`src/pdmm_regs.vh`:
```
`ifndef PDMM_REGS_VH
`define PDMM_REGS_VH
`define PDMM_PC_W           13
`define PDMM_INSN_W         14
`define PDMM_RESET_VECTOR   13'h0000
`define PDMM_IRQ_VECTOR     13'h0004
`define PDMM_SMALL_DEPTH_LG 10
`define PDMM_LARGE_DEPTH_LG 11
`define PDMM_SFR_TOP        7'h1f
`define PDMM_SMALL_GPR_LO   7'h40
`define PDMM_LARGE_GPR_LO   7'h20
`define PDMM_B1_GPR_LO      7'h20
`define PDMM_B1_GPR_HI      7'h6f
`define PDMM_MIRROR_LO      7'h70
`define PDMM_INDIRECT_LOC   7'h00
`define PDMM_STATUS_LOC     7'h03
`define PDMM_FSP_LOC        7'h04
`define PDMM_STAT_BANK_BIT  5
`define PDMM_STAT_UPPER_BIT 6
`define PDMM_STAT_IND_BIT   7
`define PDMM_STATUS_RESET   8'h18
`define PDMM_FSP_RESET      8'h00
`endif

```
`src/pdmm_map.v`:
```
`timescale 1ns/1ns
`include "pdmm_regs.vh"
module pdmm_map #(
	parameter LARGE = 0
) (
	input  wire        clk,
	input  wire        resetn,
	input  wire        ce,
	input  wire        pc_load,
	input  wire [12:0] pc_load_val,
	input  wire        pc_inc,
	input  wire        irq_take,
	output reg  [12:0] pc_r,
	output wire [10:0] prog_addr,
	input  wire [6:0]  file_addr,
	input  wire        data_rd,
	input  wire        data_we,
	input  wire [7:0]  data_wdata,
	output wire [7:0]  data_rdata,
	output wire        sfr_sel,
	output wire [7:0]  sfr_addr,
	input  wire [7:0]  sfr_rdata,
	output reg  [7:0]  status_r,
	output reg  [7:0]  file_select_pointer_r
);
	localparam PLG = LARGE ? `PDMM_LARGE_DEPTH_LG : `PDMM_SMALL_DEPTH_LG;
	localparam RAM_AW = LARGE ? 7 : 6;

	// ****************************************************************
	// Program counter.
	// ****************************************************************
	always @(posedge clk or negedge resetn) begin
		if (!resetn) begin
			pc_r <= `PDMM_RESET_VECTOR;
		end else if (ce) begin
			if (irq_take) begin
				pc_r <= `PDMM_IRQ_VECTOR;
			end else if (pc_load) begin
				pc_r <= pc_load_val;
			end else if (pc_inc) begin
				pc_r <= pc_r + 13'h0001;
			end
		end
	end

	// ****************************************************************
	// Program memory address.
	// ****************************************************************
	// The mask keeps only the implemented address bits, so fetches wrap.
	localparam [10:0] PROG_MASK = (11'h001 << PLG) - 11'h001;

	assign prog_addr = pc_r[10:0] & PROG_MASK;

	// ****************************************************************
	// Data address formation.
	// ****************************************************************
	wire       bank_select_bit     = status_r[`PDMM_STAT_BANK_BIT];
	wire       upper_bank_bit      = status_r[`PDMM_STAT_UPPER_BIT];
	wire       indirect_bank_bit   = status_r[`PDMM_STAT_IND_BIT];
	wire       indirect_access_location = (file_addr == `PDMM_INDIRECT_LOC);
	wire [7:0] direct_addr = {bank_select_bit, file_addr};

	// ****************************************************************
	// Effective address.
	// ****************************************************************
	// The indirect location uses the whole pointer, so both banks are reached.
	wire [7:0] eff_addr;

	assign eff_addr = indirect_access_location ?
		file_select_pointer_r : direct_addr;

	// ****************************************************************
	// Implemented location decode.
	// ****************************************************************
	// Decodes a full 8-bit location into an implemented flag in the top bit.
	function [7:0] ram_map;
		input [7:0] a;
		begin
			ram_map = 8'h00;
			if (a[6:0] <= `PDMM_SFR_TOP) begin
				ram_map = 8'h00;
			end else if (a[6:0] >= `PDMM_MIRROR_LO) begin
				ram_map = {1'b1, 1'b0, a[5:0]};
			end else if (!a[7] && LARGE != 0) begin
				ram_map = {1'b1, 1'b0, a[5:0]};
			end else if (!a[7] && a[6:0] >= `PDMM_SMALL_GPR_LO) begin
				ram_map = {1'b1, 1'b0, a[5:0]};
			end else if (a[7] && LARGE != 0 && a[6:0] >= `PDMM_B1_GPR_LO
				&& a[6:0] <= `PDMM_B1_GPR_HI) begin
				ram_map = {1'b1, 1'b1, 1'b0, a[4:0]};
			end
		end
	endfunction

	// ****************************************************************
	// Storage index.
	// ****************************************************************
	// Bank 0 20h-7Fh take indices 00h-5Fh; bank 1 A0h-EFh take 60h-AFh mod 128.
	// The small variant keeps only the low six address bits.
	function [6:0] ram_index;
		input [7:0] a;
		begin
			ram_index = {1'b0, a[5:0]};
			if (LARGE != 0) begin
				if (a[6:0] >= `PDMM_MIRROR_LO) begin
					ram_index = a[6:0] - 7'h20;
				end else if (!a[7]) begin
					ram_index = a[6:0] - 7'h20;
				end else begin
					ram_index = a[6:0] + 7'h40;
				end
			end
		end
	endfunction

	// Tells whether a location names a given core register in either bank.
	function core_loc;
		input [7:0] a;
		input [6:0] loc;
		begin
			core_loc = (a[6:0] == loc);
		end
	endfunction

	// ****************************************************************
	// Location classes.
	// ****************************************************************
	wire [7:0] map_v   = ram_map(eff_addr);
	wire       ram_hit = map_v[7];
	wire [6:0] ram_idx = ram_index(eff_addr);
	wire       sfr_hit = (eff_addr[6:0] <= `PDMM_SFR_TOP) &&
		!(indirect_access_location && eff_addr[6:0] == `PDMM_INDIRECT_LOC);
	wire       is_status = sfr_hit && core_loc(eff_addr, `PDMM_STATUS_LOC);
	wire       is_fsp    = sfr_hit && core_loc(eff_addr, `PDMM_FSP_LOC);
	wire [7:0] ram_rdata;

	// ****************************************************************
	// General-purpose storage.
	// ****************************************************************
	pdmm_gpr #(
		.AW (RAM_AW)
	) u_gpr (
		.clk   (clk),
		.ce    (ce),
		.we    (data_we && ram_hit),
		.waddr (ram_idx[RAM_AW-1:0]),
		.wdata (data_wdata),
		.raddr (ram_idx[RAM_AW-1:0]),
		.rdata (ram_rdata)
	);

	// ****************************************************************
	// Core status and pointer registers.
	// ****************************************************************
	always @(posedge clk or negedge resetn) begin
		if (!resetn) begin
			status_r              <= `PDMM_STATUS_RESET;
			file_select_pointer_r <= `PDMM_FSP_RESET;
		end else if (ce && data_we) begin
			if (is_status) begin
				status_r <= data_wdata;
			end
			if (is_fsp) begin
				file_select_pointer_r <= data_wdata;
			end
		end
	end

	// ****************************************************************
	// External special register port.
	// ****************************************************************
	// Status and pointer live here, so only the other special registers go out.
	wire       sfr_access = data_rd || data_we;
	wire       sfr_ext    = sfr_hit && !is_status && !is_fsp;

	assign sfr_sel  = sfr_ext && sfr_access;
	assign sfr_addr = eff_addr;

	// ****************************************************************
	// Reserved status bits.
	// ****************************************************************
	// Reserved bank bits take part in no decode.
	wire unused_bits = upper_bank_bit | indirect_bank_bit;

	// ****************************************************************
	// Read data selection.
	// ****************************************************************
	reg  [7:0] rdata_mux;

	always @* begin
		rdata_mux = 8'h00;
		if (is_status) begin
			rdata_mux = status_r;
		end else if (is_fsp) begin
			rdata_mux = file_select_pointer_r;
		end else if (sfr_hit) begin
			rdata_mux = sfr_rdata;
		end else if (ram_hit) begin
			rdata_mux = ram_rdata;
		end
	end

	assign data_rdata = rdata_mux;
endmodule

```
`src/pdmm_gpr.v`:
```
`timescale 1ns/1ns
`include "pdmm_regs.vh"
module pdmm_gpr #(
	parameter AW = 7
) (
	input  wire          clk,
	input  wire          ce,
	input  wire          we,
	input  wire [AW-1:0] waddr,
	input  wire [7:0]    wdata,
	input  wire [AW-1:0] raddr,
	output wire [7:0]    rdata
);
	reg [7:0] mem [0:(1<<AW)-1];

	always @(posedge clk) begin
		if (ce && we) begin
			mem[waddr] <= wdata;
		end
	end

	assign rdata = mem[raddr];
endmodule

```
`config.mk`:
```
export PLATFORM = sky130hd
export DESIGN_NAME = pdmm_map
export DESIGN_NICKNAME = d
export VERILOG_FILES = /design/src/pdmm_map.v /design/src/pdmm_gpr.v
export VERILOG_INCLUDE_DIRS = /design/src /design/src/src
export SDC_FILE = /design/constraint.sdc
export NUM_CORES = 1
export LEC_CHECK = 0
export ABC_AREA = 1
export BUFFER_PORTS_ARGS = -buffer_cell sky130_fd_sc_hd__buf_2
export CAP_MARGIN = 40
export CORE_ASPECT_RATIO = 0.5
export CORE_MARGIN = 5
export CORE_UTILIZATION = 50
export CTS_BUF_LIST = sky130_fd_sc_hd__clkbuf_4
export CTS_CLUSTER_SIZE = 28
export DETAILED_ROUTE_END_ITERATION = 8
export PLACE_DENSITY = 0.68
export SETUP_SLACK_MARGIN = 0.1
export SLEW_MARGIN = 5
export SYNTH_ARGS = -nofsm -noshare
export SYNTH_HDL_FRONTEND = slang
export SYNTH_SLANG_ARGS = --single-unit
export TNS_END_PERCENT = 30
```
`constraint.sdc`:
```
create_clock -name clk -period 2.6 [get_ports clk]
set_input_delay 0.39 -clock clk [delete_from_list [all_inputs] [get_ports clk]]
set_output_delay 0.39 -clock clk [all_outputs]
set_load 0.05 [all_outputs]
```
=== Word-level counts from Yosys, hierarchy flattened ===
Memories as Yosys holds them, arrays and structs flattened.
Index checks and enable logic that the tools add are counted.

* $add $sub $neg: 1
* Order comparisons: 3
* Eq/ne operators: 2
* Mux-type cells: 13
* Reduce and logical (&&, ||, !) cells: 22

{| class="wikitable"
|+ Operator list
! operator !! number
|-
| 2-to-1 mux 8 bit || 8
|-
| 2-to-1 mux 13 bit || 3
|-
| >= comparator 7 bit, second input constant || 2
|-
| zero test 7 bit || 2
|-
| adder 13 x 1 -> 13 bit, second input constant || 1
|-
| logical AND 1 bit || 11
|-
| equality test 7 x 2 -> 1 bit, second input constant || 1
|-
| equality test 7 x 3 -> 1 bit, second input constant || 1
|-
| <= comparator 7 x 5 -> 1 bit, second input constant || 1
|-
| AND reduction 2 bit || 3
|-
| zero test 1 bit || 4
|-
| nonzero test 3 bit || 1
|-
| 2-to-1 mux 1 bit || 2
|-
| logical OR 1 bit || 1
|}

* Bits in registers: 29
* Memory bits (writable): 512
* Output and inout port bits: 57
* Word-level logic and storage cells: 45
* Memories kept: 1

{| class="wikitable"
|+ Memory list
! memory !! depth !! bits a word !! rd ports !! clocked after memory_dff !! write ports !! line !! RTL
|-
| u_gpr.mem || 64 || 8 || 1 || 0 || 1 || pdmm_gpr.v:14 || <nowiki>reg [7:0] mem [0:(1<<AW)-1];</nowiki>
|}

=== Depth between registers and ports, before layout ===
Gate-level depths: netlist of run 1.

* Depth in word-level cells: 11
* Gate-level depth with buffers: 20
* Gate-level depth less buffers: 18

=== By module ===
From an unflattened synthesis of run 1, not the netlist that was laid out.

* Cells, all modules: 2157
* Area, all modules: 23473.8 um^2

{| class="wikitable"
|+ By module, submodules not included
! module !! instances !! cells each !! area an instance (um^2) !! sequential area each (um^2)
|-
| pdmm_gpr || 1 || 1795 || 21089.0 || 15374.7
|-
| pdmm_map || 1 || 362 || 2384.8 || 728.2
|}

=== Worst setup path after synthesis of run 1 ===
OpenSTA, ideal clock, no wires.

* Kind: input to output
* Start: input file_addr[1]
* End: output sfr_sel
* Arrival: 2749 ps
* Path slack: -539 ps
* Stages: 9
* Buffers on the path: 0
* Path through: nor2_1 nand2_2 nor2_4 a21oi_1 inv_1 nor2_4 nand4_4 clkinv_2 nor3_1

* Word-level cells in the longest chain between the ends: 11

{| class="wikitable"
|+ RTL lines
! what !! line !! RTL
|-
| start, declared || pdmm_map.v:15 || <nowiki>input wire [6:0] file_addr,</nowiki>
|-
| zero test 7 bit (no line) * || - ||
|-
| 2-to-1 mux 8 bit * || pdmm_map.v:69 || <nowiki>assign eff_addr = indirect_access_location ?</nowiki>
|-
| via sfr_addr[6] || pdmm_map.v:21 || <nowiki>output wire [7:0] sfr_addr,</nowiki>
|-
| branches (longest 7 deep; another with <= comparator 7 x 5 -> 1 bit) || - ||
|-
| logical AND 1 bit * || pdmm_map.v:174 || <nowiki>wire sfr_ext = sfr_hit && !is_status && !is_fsp;</nowiki>
|-
| logical AND 1 bit * || pdmm_map.v:176 || <nowiki>assign sfr_sel = sfr_ext && sfr_access;</nowiki>
|-
| end, declared || pdmm_map.v:20 || <nowiki>output wire sfr_sel,</nowiki>
|}

Mark *: on every way through the listed nets, which the timed path passes.

=== Worst setup path after layout of run 1 ===
* Start: register file_select_pointer_r[0]
* End: output data_rdata[6]

* Word-level cells in the longest chain between the ends: 10

{| class="wikitable"
|+ RTL lines
! what !! line !! RTL
|-
| start, declared || pdmm_map.v:24 || <nowiki>output reg [7:0] file_select_pointer_r</nowiki>
|-
| start signal, assigned || pdmm_map.v:158 || <nowiki>file_select_pointer_r <= `PDMM_FSP_RESET;</nowiki>
|-
| start signal, assigned || pdmm_map.v:164 || <nowiki>file_select_pointer_r <= data_wdata;</nowiki>
|-
| 2-to-1 mux 8 bit * || pdmm_map.v:69 ||
|-
| >= comparator 7 bit (no line) || - ||
|-
| logical AND 1 bit (no line) || - ||
|-
| 2-to-1 mux 8 bit || pdmm_map.v:86 || <nowiki>end else if (!a[7] && a[6:0] >= `PDMM_SMALL_GPR_LO) begin</nowiki>
|-
| 2-to-1 mux 8 bit || pdmm_map.v:82 || <nowiki>end else if (a[6:0] >= `PDMM_MIRROR_LO) begin</nowiki>
|-
| 2-to-1 mux 8 bit || pdmm_map.v:80 || <nowiki>if (a[6:0] <= `PDMM_SFR_TOP) begin</nowiki>
|-
| 2-to-1 mux 8 bit || pdmm_map.v:198 || <nowiki>end else if (ram_hit) begin</nowiki>
|-
| 2-to-1 mux 8 bit || pdmm_map.v:196 || <nowiki>end else if (sfr_hit) begin</nowiki>
|-
| 2-to-1 mux 8 bit || pdmm_map.v:194 || <nowiki>end else if (is_fsp) begin</nowiki>
|-
| 2-to-1 mux 8 bit * || pdmm_map.v:192 || <nowiki>if (is_status) begin</nowiki>
|-
| end, declared || pdmm_map.v:19 || <nowiki>output wire [7:0] data_rdata,</nowiki>
|}

Mark *: on every way between the ends. The rest lies on a longest branch, timed or not.

==> results of run 1 <==
[where the power goes]
group	leakage, nW	internal (W)	switching [W]
clock network	0.923	0.00332	0.00336
registers	4.98	0.00957	0.0000471
logic	6.68	0.000831	0.00148
[state kept, by name, summed over array words and instances (netlist names)]
| signal | count |
|---|---|
| file_select_pointer_r | 8 |
| status_r | 8 |
| u_gpr.mem | 512 |
| pc_r | 13 |
[worst max-delay path, stage by stage, from the launching register on]
cell and delay, ns:
dfrtp_2 0.45, nand3_4 0.13, buf_12 0.15, buf_16 0.14, buf_12 0.11, buf_16 0.13
nand3_1 0.09, nand3_1 0.12, nand2_1 0.09, nand2_1 0.06, nand2_1 0.06, nand2_1 0.08
nand2_1 0.06, nor2_1 0.10, nand2_1 0.07, nand2_2 0.07, nand2_1 0.07, nand2_1 0.09
nand2_2 0.06, buf_8 0.14
[metrics by stage]
step           setup WS [ns]  power [W]  cell area, sq um
5_1_grt                -1.09     0.0193             31300
3_5_place_dp          -0.750     0.0116             27300
3_3_place_gp          -0.785     0.0116             27300
6_report              -0.938     0.0186             31300
2_1_floorplan        -0.0652     0.0108             23800
4_1_cts               -0.937     0.0185             30600
[worst min-delay path by stage]
stage | slack [ns] | depth (start not counted) | endpoint
2_1_floorplan | 0.09 | 0 | file_select_pointer_r[0]
3_3_place_gp | 0.48 | 2 | status_r[3]
3_5_place_dp | 0.49 | 2 | status_r[4]
4_1_cts | 0.01 | 1 | u_gpr.mem[57][0]
5_1_grt | -0.006 | 2 | u_gpr.mem[59][1]
6_report | 0.04 | 1 | u_gpr.mem[57][0]
[cell families after synthesis]
| group | count (synthesis) |
|---|---|
| and+or+nand+nor | 1271 |
| adders and majority gates | 1 |
| DFF | 541 |
| buffers and inverters | 284 |
| muxes | 1 |
| xor gates and xnor gates | 10 |
| other | 1 |
| AOI/OAI and AO/OA | 85 |
[area by class of cell]
| class | count | area [sq um] |
|---|---|---|
| Clock inverter | 39 | 208 |
| Timing Repair Buffer | 432 | 5010 |
| Sequential cell | 541 | 16100 |
| Inverter | 162 | 627 |
| Tap cell | 638 | 798 |
| Fill cell | 3266 | 15400 |
| Clock buffer | 178 | 1340 |
| Antenna cell | 1 | 2.50 |
| Multi-Input combinational cell | 1370 | 7220 |
[cell usage in the layout (no fill, tap or decap), types with 12 or more instances in the layout]
master         synthesis  final
edfxtp_1             512    512
nand3_2                5     80
o21ai_0               30     27
clkinv_1               2     30
nor2_1                98     29
buf_8                  0     12
a21oi_1               27     12
nand2_2                7     61
inv_2                  8     13
nand2_1              695    634
nand3b_1              17     17
dfrtp_1               27     24
buf_2                 58     87
nand3_1              424    341
a21oi_2                2     14
nor2_2                 6     60
buf_12                 0     97
dlygate4sd3_1          0     36
nor2_4                 3     19
buf_4                 24    163
inv_1                150    146
clkbuf_4               0    178
buf_16                 0     19
[metal layers]
metal  up-vias  part of all wire (%)
met3       170                    10
met2      1098                    47
met5         -                     0
met1      9125                    40
li1       8446                     -
met4         0                   2.8
[what timing repair did]
| action | 4_1_cts | 5_1_grt |
|---|---|---|
| endpoints found under the setup margin | 12 | 35 |
| gates resized for setup | 155 | 120 |
| hold buffers | 36 | 0 |
| pin swaps | 40 | 53 |
| cloned | 18 | 7 |
| hold endpoints to repair | 55 | 0 |
| setup buffers | 24 | 17 |
==> impl_metrics.ini, run 1 <==
[cts]
clkSlewWorstSetupHoldPaths_ns = 0.07
cts_max_path_buffers = 3
cts_tree = built
root_buffer = clkbuf_4
h-tree-depth = 3
cts.sinks = 541
cts-buffers-inserted = 118
clk-insertion-delay-late_ns = 0.86

[route]
drtIter0Drc = 2436
wirelength_microns = 74100
wl_per_cell_microns = 22.1
drc_errors = 0
vias = 18839
dr.pass1.iters = 8
antenna_left = 0
post_drt_via_cell_ratio = 5.61

[logic_synthesis]
synth_simple_gate_area_share_pct = 23.6
netlist_area_sq_um = 23600
async_reset_ff_share_pct = 5.36
ys_types = 41
yosys_register_bits = 541
synthTopCellsByArea = edfxtp_1 (65%), nand2_1 (11%), nand3_1 (9.0%), dfrtp_1 (2.9%), inv_1 (2.4%)
postSynthAreaPerCell_sq_um = 10.7
synth_top_family_by_area = simple AND/OR/NAND/NOR gates
synthCells = 2194
synth_xor_area_share_pct = 0.372
synthTopCellsByCount = nand2_1 (695), edfxtp_1 (512), nand3_1 (424)
synth_edf_count = 512
syn-num-nets = 2239
yosys-mux-area-fraction_pct = 0.0425
synth_warnings = 0
synth-adder-area-share_pct = 0.0531
synthFlopType = edfxtp_1
synth_compound_area_share_pct = 2.04
yosysSeqAreaShare_pct = 68.3
yosysTopAreaCell = edfxtp_1
synth_most_common_cell = nand2_1
synthDominantCellAreaShare_pct = 65.2

[die]
chipHeight_microns = 164
die_area_sq_um = 51900
rows = 56
top_level_ports = 101
fp.dieW_microns = 317
start_util_pct = 50.4
core_area_sq_um = 46700

[worst_hold_path]
holdCritPathClass = in -> reg
hp-start = data_wdata[0]

[critical_path]
cp-endpoint = data_rdata[6]
rr_endpoint = u_gpr.mem[12][6]
reg2reg_setup_slack_ns = 0.06
crit_required_ns = 2.21
critPathLaunch = file_select_pointer_r[0]
arrival_ns = 3.15
ff2ff_path_depth = 8
endpoint_kind = output port
r2r_start = file_select_pointer_r[0]
startpoint_type = flip-flop
cp_max_fo = 9
worstSetupPathType = reg -> out

[flow_run]
cap_viol_max_count = 0

[global_route]
use_met3_pct = 7.19
busiest_layer = met2
grt_max_degree = 66
gr-usage-met2_pct = 43.5
grt_pass1_wl_microns = 108000
grt_antenna_before_repair = 1
grt_pass1_vias = 17823
grt_usage_pct = 27.8
grt_overflow = 0
grt_util_met1_pct = 38.6

[pwr]
p_leak_nw = 12.6
p_per_area_nw_per_um2 = 595
peakVddDrop_uv = 292

[place]
dp.cells = 3043
post-dp-hpwl_microns = 42700
gp_congestion = 0.931
io_buffers = 99

[layout]
layout-drive-gt1-share_pct = 32.2
area_growth_pct = 32.8
nNetsFinal = 2670
fin_util_pct = 67.0
instances_no_fill = 3361

[sta]
finalMaxSlewViolations = 0
fin_worst_skew_ns = 0.0393
hold_viol = 0
finalSetupViolCount = 9
post-route-worst-setup-slack_ns = -0.938
rsz0062_at_grt = true
worstMarginPinSlew_ns = 0.889
fmax_mhz = 283
post-route-period-util_pct = 136
tns_ns = -7.74
maxSlewHeadroom_pct = 40.7
whs_ns = 0.0411
fin_crit_ns = 3.54

[run_status]
violations = setup timing
status = finished with violations
(Power assumes the default switching activity.)
==> inputs of run 2 (changes only) <==
- PLACE_DENSITY: 0.68 -> 0.66
- clock period: 2.6 -> 4.35 ns (I/O delays scaled with it)
==> run 2 against run 1 <==
The run now ends clean. Cell count down 7.2%. Non-clock buffer count down 230. Power down 43%. Critical path type unchanged. Largest power group unchanged.
==> impl_metrics.ini, run 2 (synthesized netlist as in run 1, its figures left out) <==
[die]
fp.dieW_microns = 317
core_area_sq_um = 46700
start_util_pct = 50.4
chipHeight_microns = 164
rows = 56
top_level_ports = 101
die_area_sq_um = 51900

[route]
antenna_left = 0
dr.pass1.iters = 6
wirelength_microns = 65000
drtIter0Drc = 2024
wl_per_cell_microns = 20.8
drc_errors = 0
vias = 17124
post_drt_via_cell_ratio = 5.49

[layout]
seq_area_sq_um = 16100
top_register = u_gpr.mem
largest_reg_flops = 512
layout_commonest_cell = nand2_1
fill_cells = 4010
area_growth_pct = 13.4
layout-drive-gt1-share_pct = 18.1
multi_input_area_sq_um = 6220
layout_common_cells = nand2_1 (693), edfxtp_1 (512), nand3_1 (424)
nNetsFinal = 2439
biggestRegsByFlops = u_gpr.mem x512, pc_r x13
fin_util_pct = 57.2
instances_no_fill = 3120

[sta]
fin_crit_ns = 4.16
hold_viol = 0
rsz0062_at_grt = true
fmax_mhz = 241
fin_worst_skew_ns = 0.0873
worstMarginPinSlew_ns = 0.860
post-route-period-util_pct = 95.5
maxSlewHeadroom_pct = 42.6
tns_ns = 0
finalMaxSlewViolations = 0
finalSetupViolCount = 0

[pwr]
p_leak_nw = 10.7
peakVddDrop_uv = 203
p_per_area_nw_per_um2 = 398

[cts]
clkSlewWorstSetupHoldPaths_ns = 0.08
cts-buffers-inserted = 118
cts_max_path_buffers = 3
h-tree-depth = 3
cts.sinks = 541
cts_tree = built
clk-insertion-delay-late_ns = 0.88
root_buffer = clkbuf_4

[flow_run]
cap_viol_max_count = 0

[critical_path]
startpoint_type = flip-flop
critPathLaunch = file_select_pointer_r[2]
ff2ff_path_depth = 8
arrival_ns = 3.50
cp-endpoint = data_rdata[7]
reg2reg_setup_slack_ns = 1.18
rr_endpoint = u_gpr.mem[42][1]
r2r_start = file_select_pointer_r[5]
crit_required_ns = 3.70
worstSetupPathType = reg -> out
endpoint_kind = output port
cp_max_fo = 36

[global_route]
grt_pass1_vias = 16102
grt_pass1_wl_microns = 97600
grt_usage_pct = 24.9
grt_overflow = 0
grt_antenna_before_repair = 2
grt_max_degree = 99

[place]
gp_congestion = 0.979
post-dp-hpwl_microns = 39200
dp.cells = 2908
io_buffers = 99

[worst_hold_path]
worstHoldPathCells = 3
holdCritPathClass = in -> reg

[run_status]
status = finished clean
-- run 2: changes by cell type in the layout (fill, tap and decap cells not counted), sizes merged --
| cell | previous run | this run |
|---|---|---|
| dlygate4sd3 | 36 | 2 |
| inv | 163 | 160 |
| bufinv | 2 | 1 |
| clkinvlp | 2 | 3 |
| buf | 387 | 198 |
| bufbuf | 2 | 0 |
| nor2 | 109 | 108 |
| clkbuf | 185 | 186 |
| clkinv | 34 | 21 |
-- run 2: routing by layer --
metal	share of wire, %	global-route usage (%)	vias up
met5	0.020	0	-
met4	2.4	7.35	2
met3	11	6.53	119
met2	44	36.9	882
met1	42	36.5	8201
li1	-	-	7920
-- run 2: where the power goes --
group	switching, W	internal (W)	total (W)	leakage [nW]
registers	0.0000289	0.00572	0.00575	4.98
clock network	0.00195	0.00197	0.00391	0.901
logic	0.000744	0.000235	0.000978	4.82
total	0.00272	0.00792	0.0106	10.7
-- run 2: worst min-delay path by stage --
| stage | start | end | slack (ns) |
|---|---|---|---|
| 2_1_floorplan | resetn | file_select_pointer_r[0] | 0.36 |
| 3_3_place_gp | status_r[3] | status_r[3] | 0.49 |
| 3_5_place_dp | status_r[3] | status_r[3] | 0.50 |
| 4_1_cts | pc_load_val[3] | pc_r[3] | 0.02 |
| 5_1_grt | pc_load_val[3] | pc_r[3] | 0.04 |
| 6_report | pc_load_val[3] | pc_r[3] | 0.10 |
-- run 2: what timing repair did --
item	in CTS	in global routing
endpoints found under the hold margin	28	0
hold buffers	2	0
endpoints found under the setup margin	0	8
resized for setup	0	12
buffers inserted	0	0
-- run 2: area by class of cell --
type / count / share of cell area, %
inverters: 162 / 2.31
diodes: 1 / 0.00936
repair buffers: 202 / 5.55
well taps: 638 / 2.99
clock buffers: 184 / 5.17
clock inverters: 23 / 0.473
flip-flops and latches: 541 / 60.2
multi-input cells: 1369 / 23.3
-- run 2: worst max-delay path, stage by stage, from the launching register on --
cell and delay (ns):
dfrtp_1 0.46, a21oi_4 0.24, buf_4 0.51, nand3_1 0.22, nand3_1 0.16, nand2_1 0.10
nor2_1 0.25, nand3_1 0.19, nand2_1 0.11, nand2_1 0.05, nand2_1 0.05, buf_2 0.25
-- run 2: metrics by stage --
step                area [sq um]  hold slack [ns]  setup slack [ns]  total power, W
finish                     26700            0.102             0.195          0.0106
CTS                        26600           0.0221             0.153          0.0107
detailed placement         25100            0.501             0.411         0.00682
global route               26700           0.0413            0.0453          0.0111
floorplan                  23600            0.357             0.686         0.00647
global placement           25100            0.488             0.285         0.00681
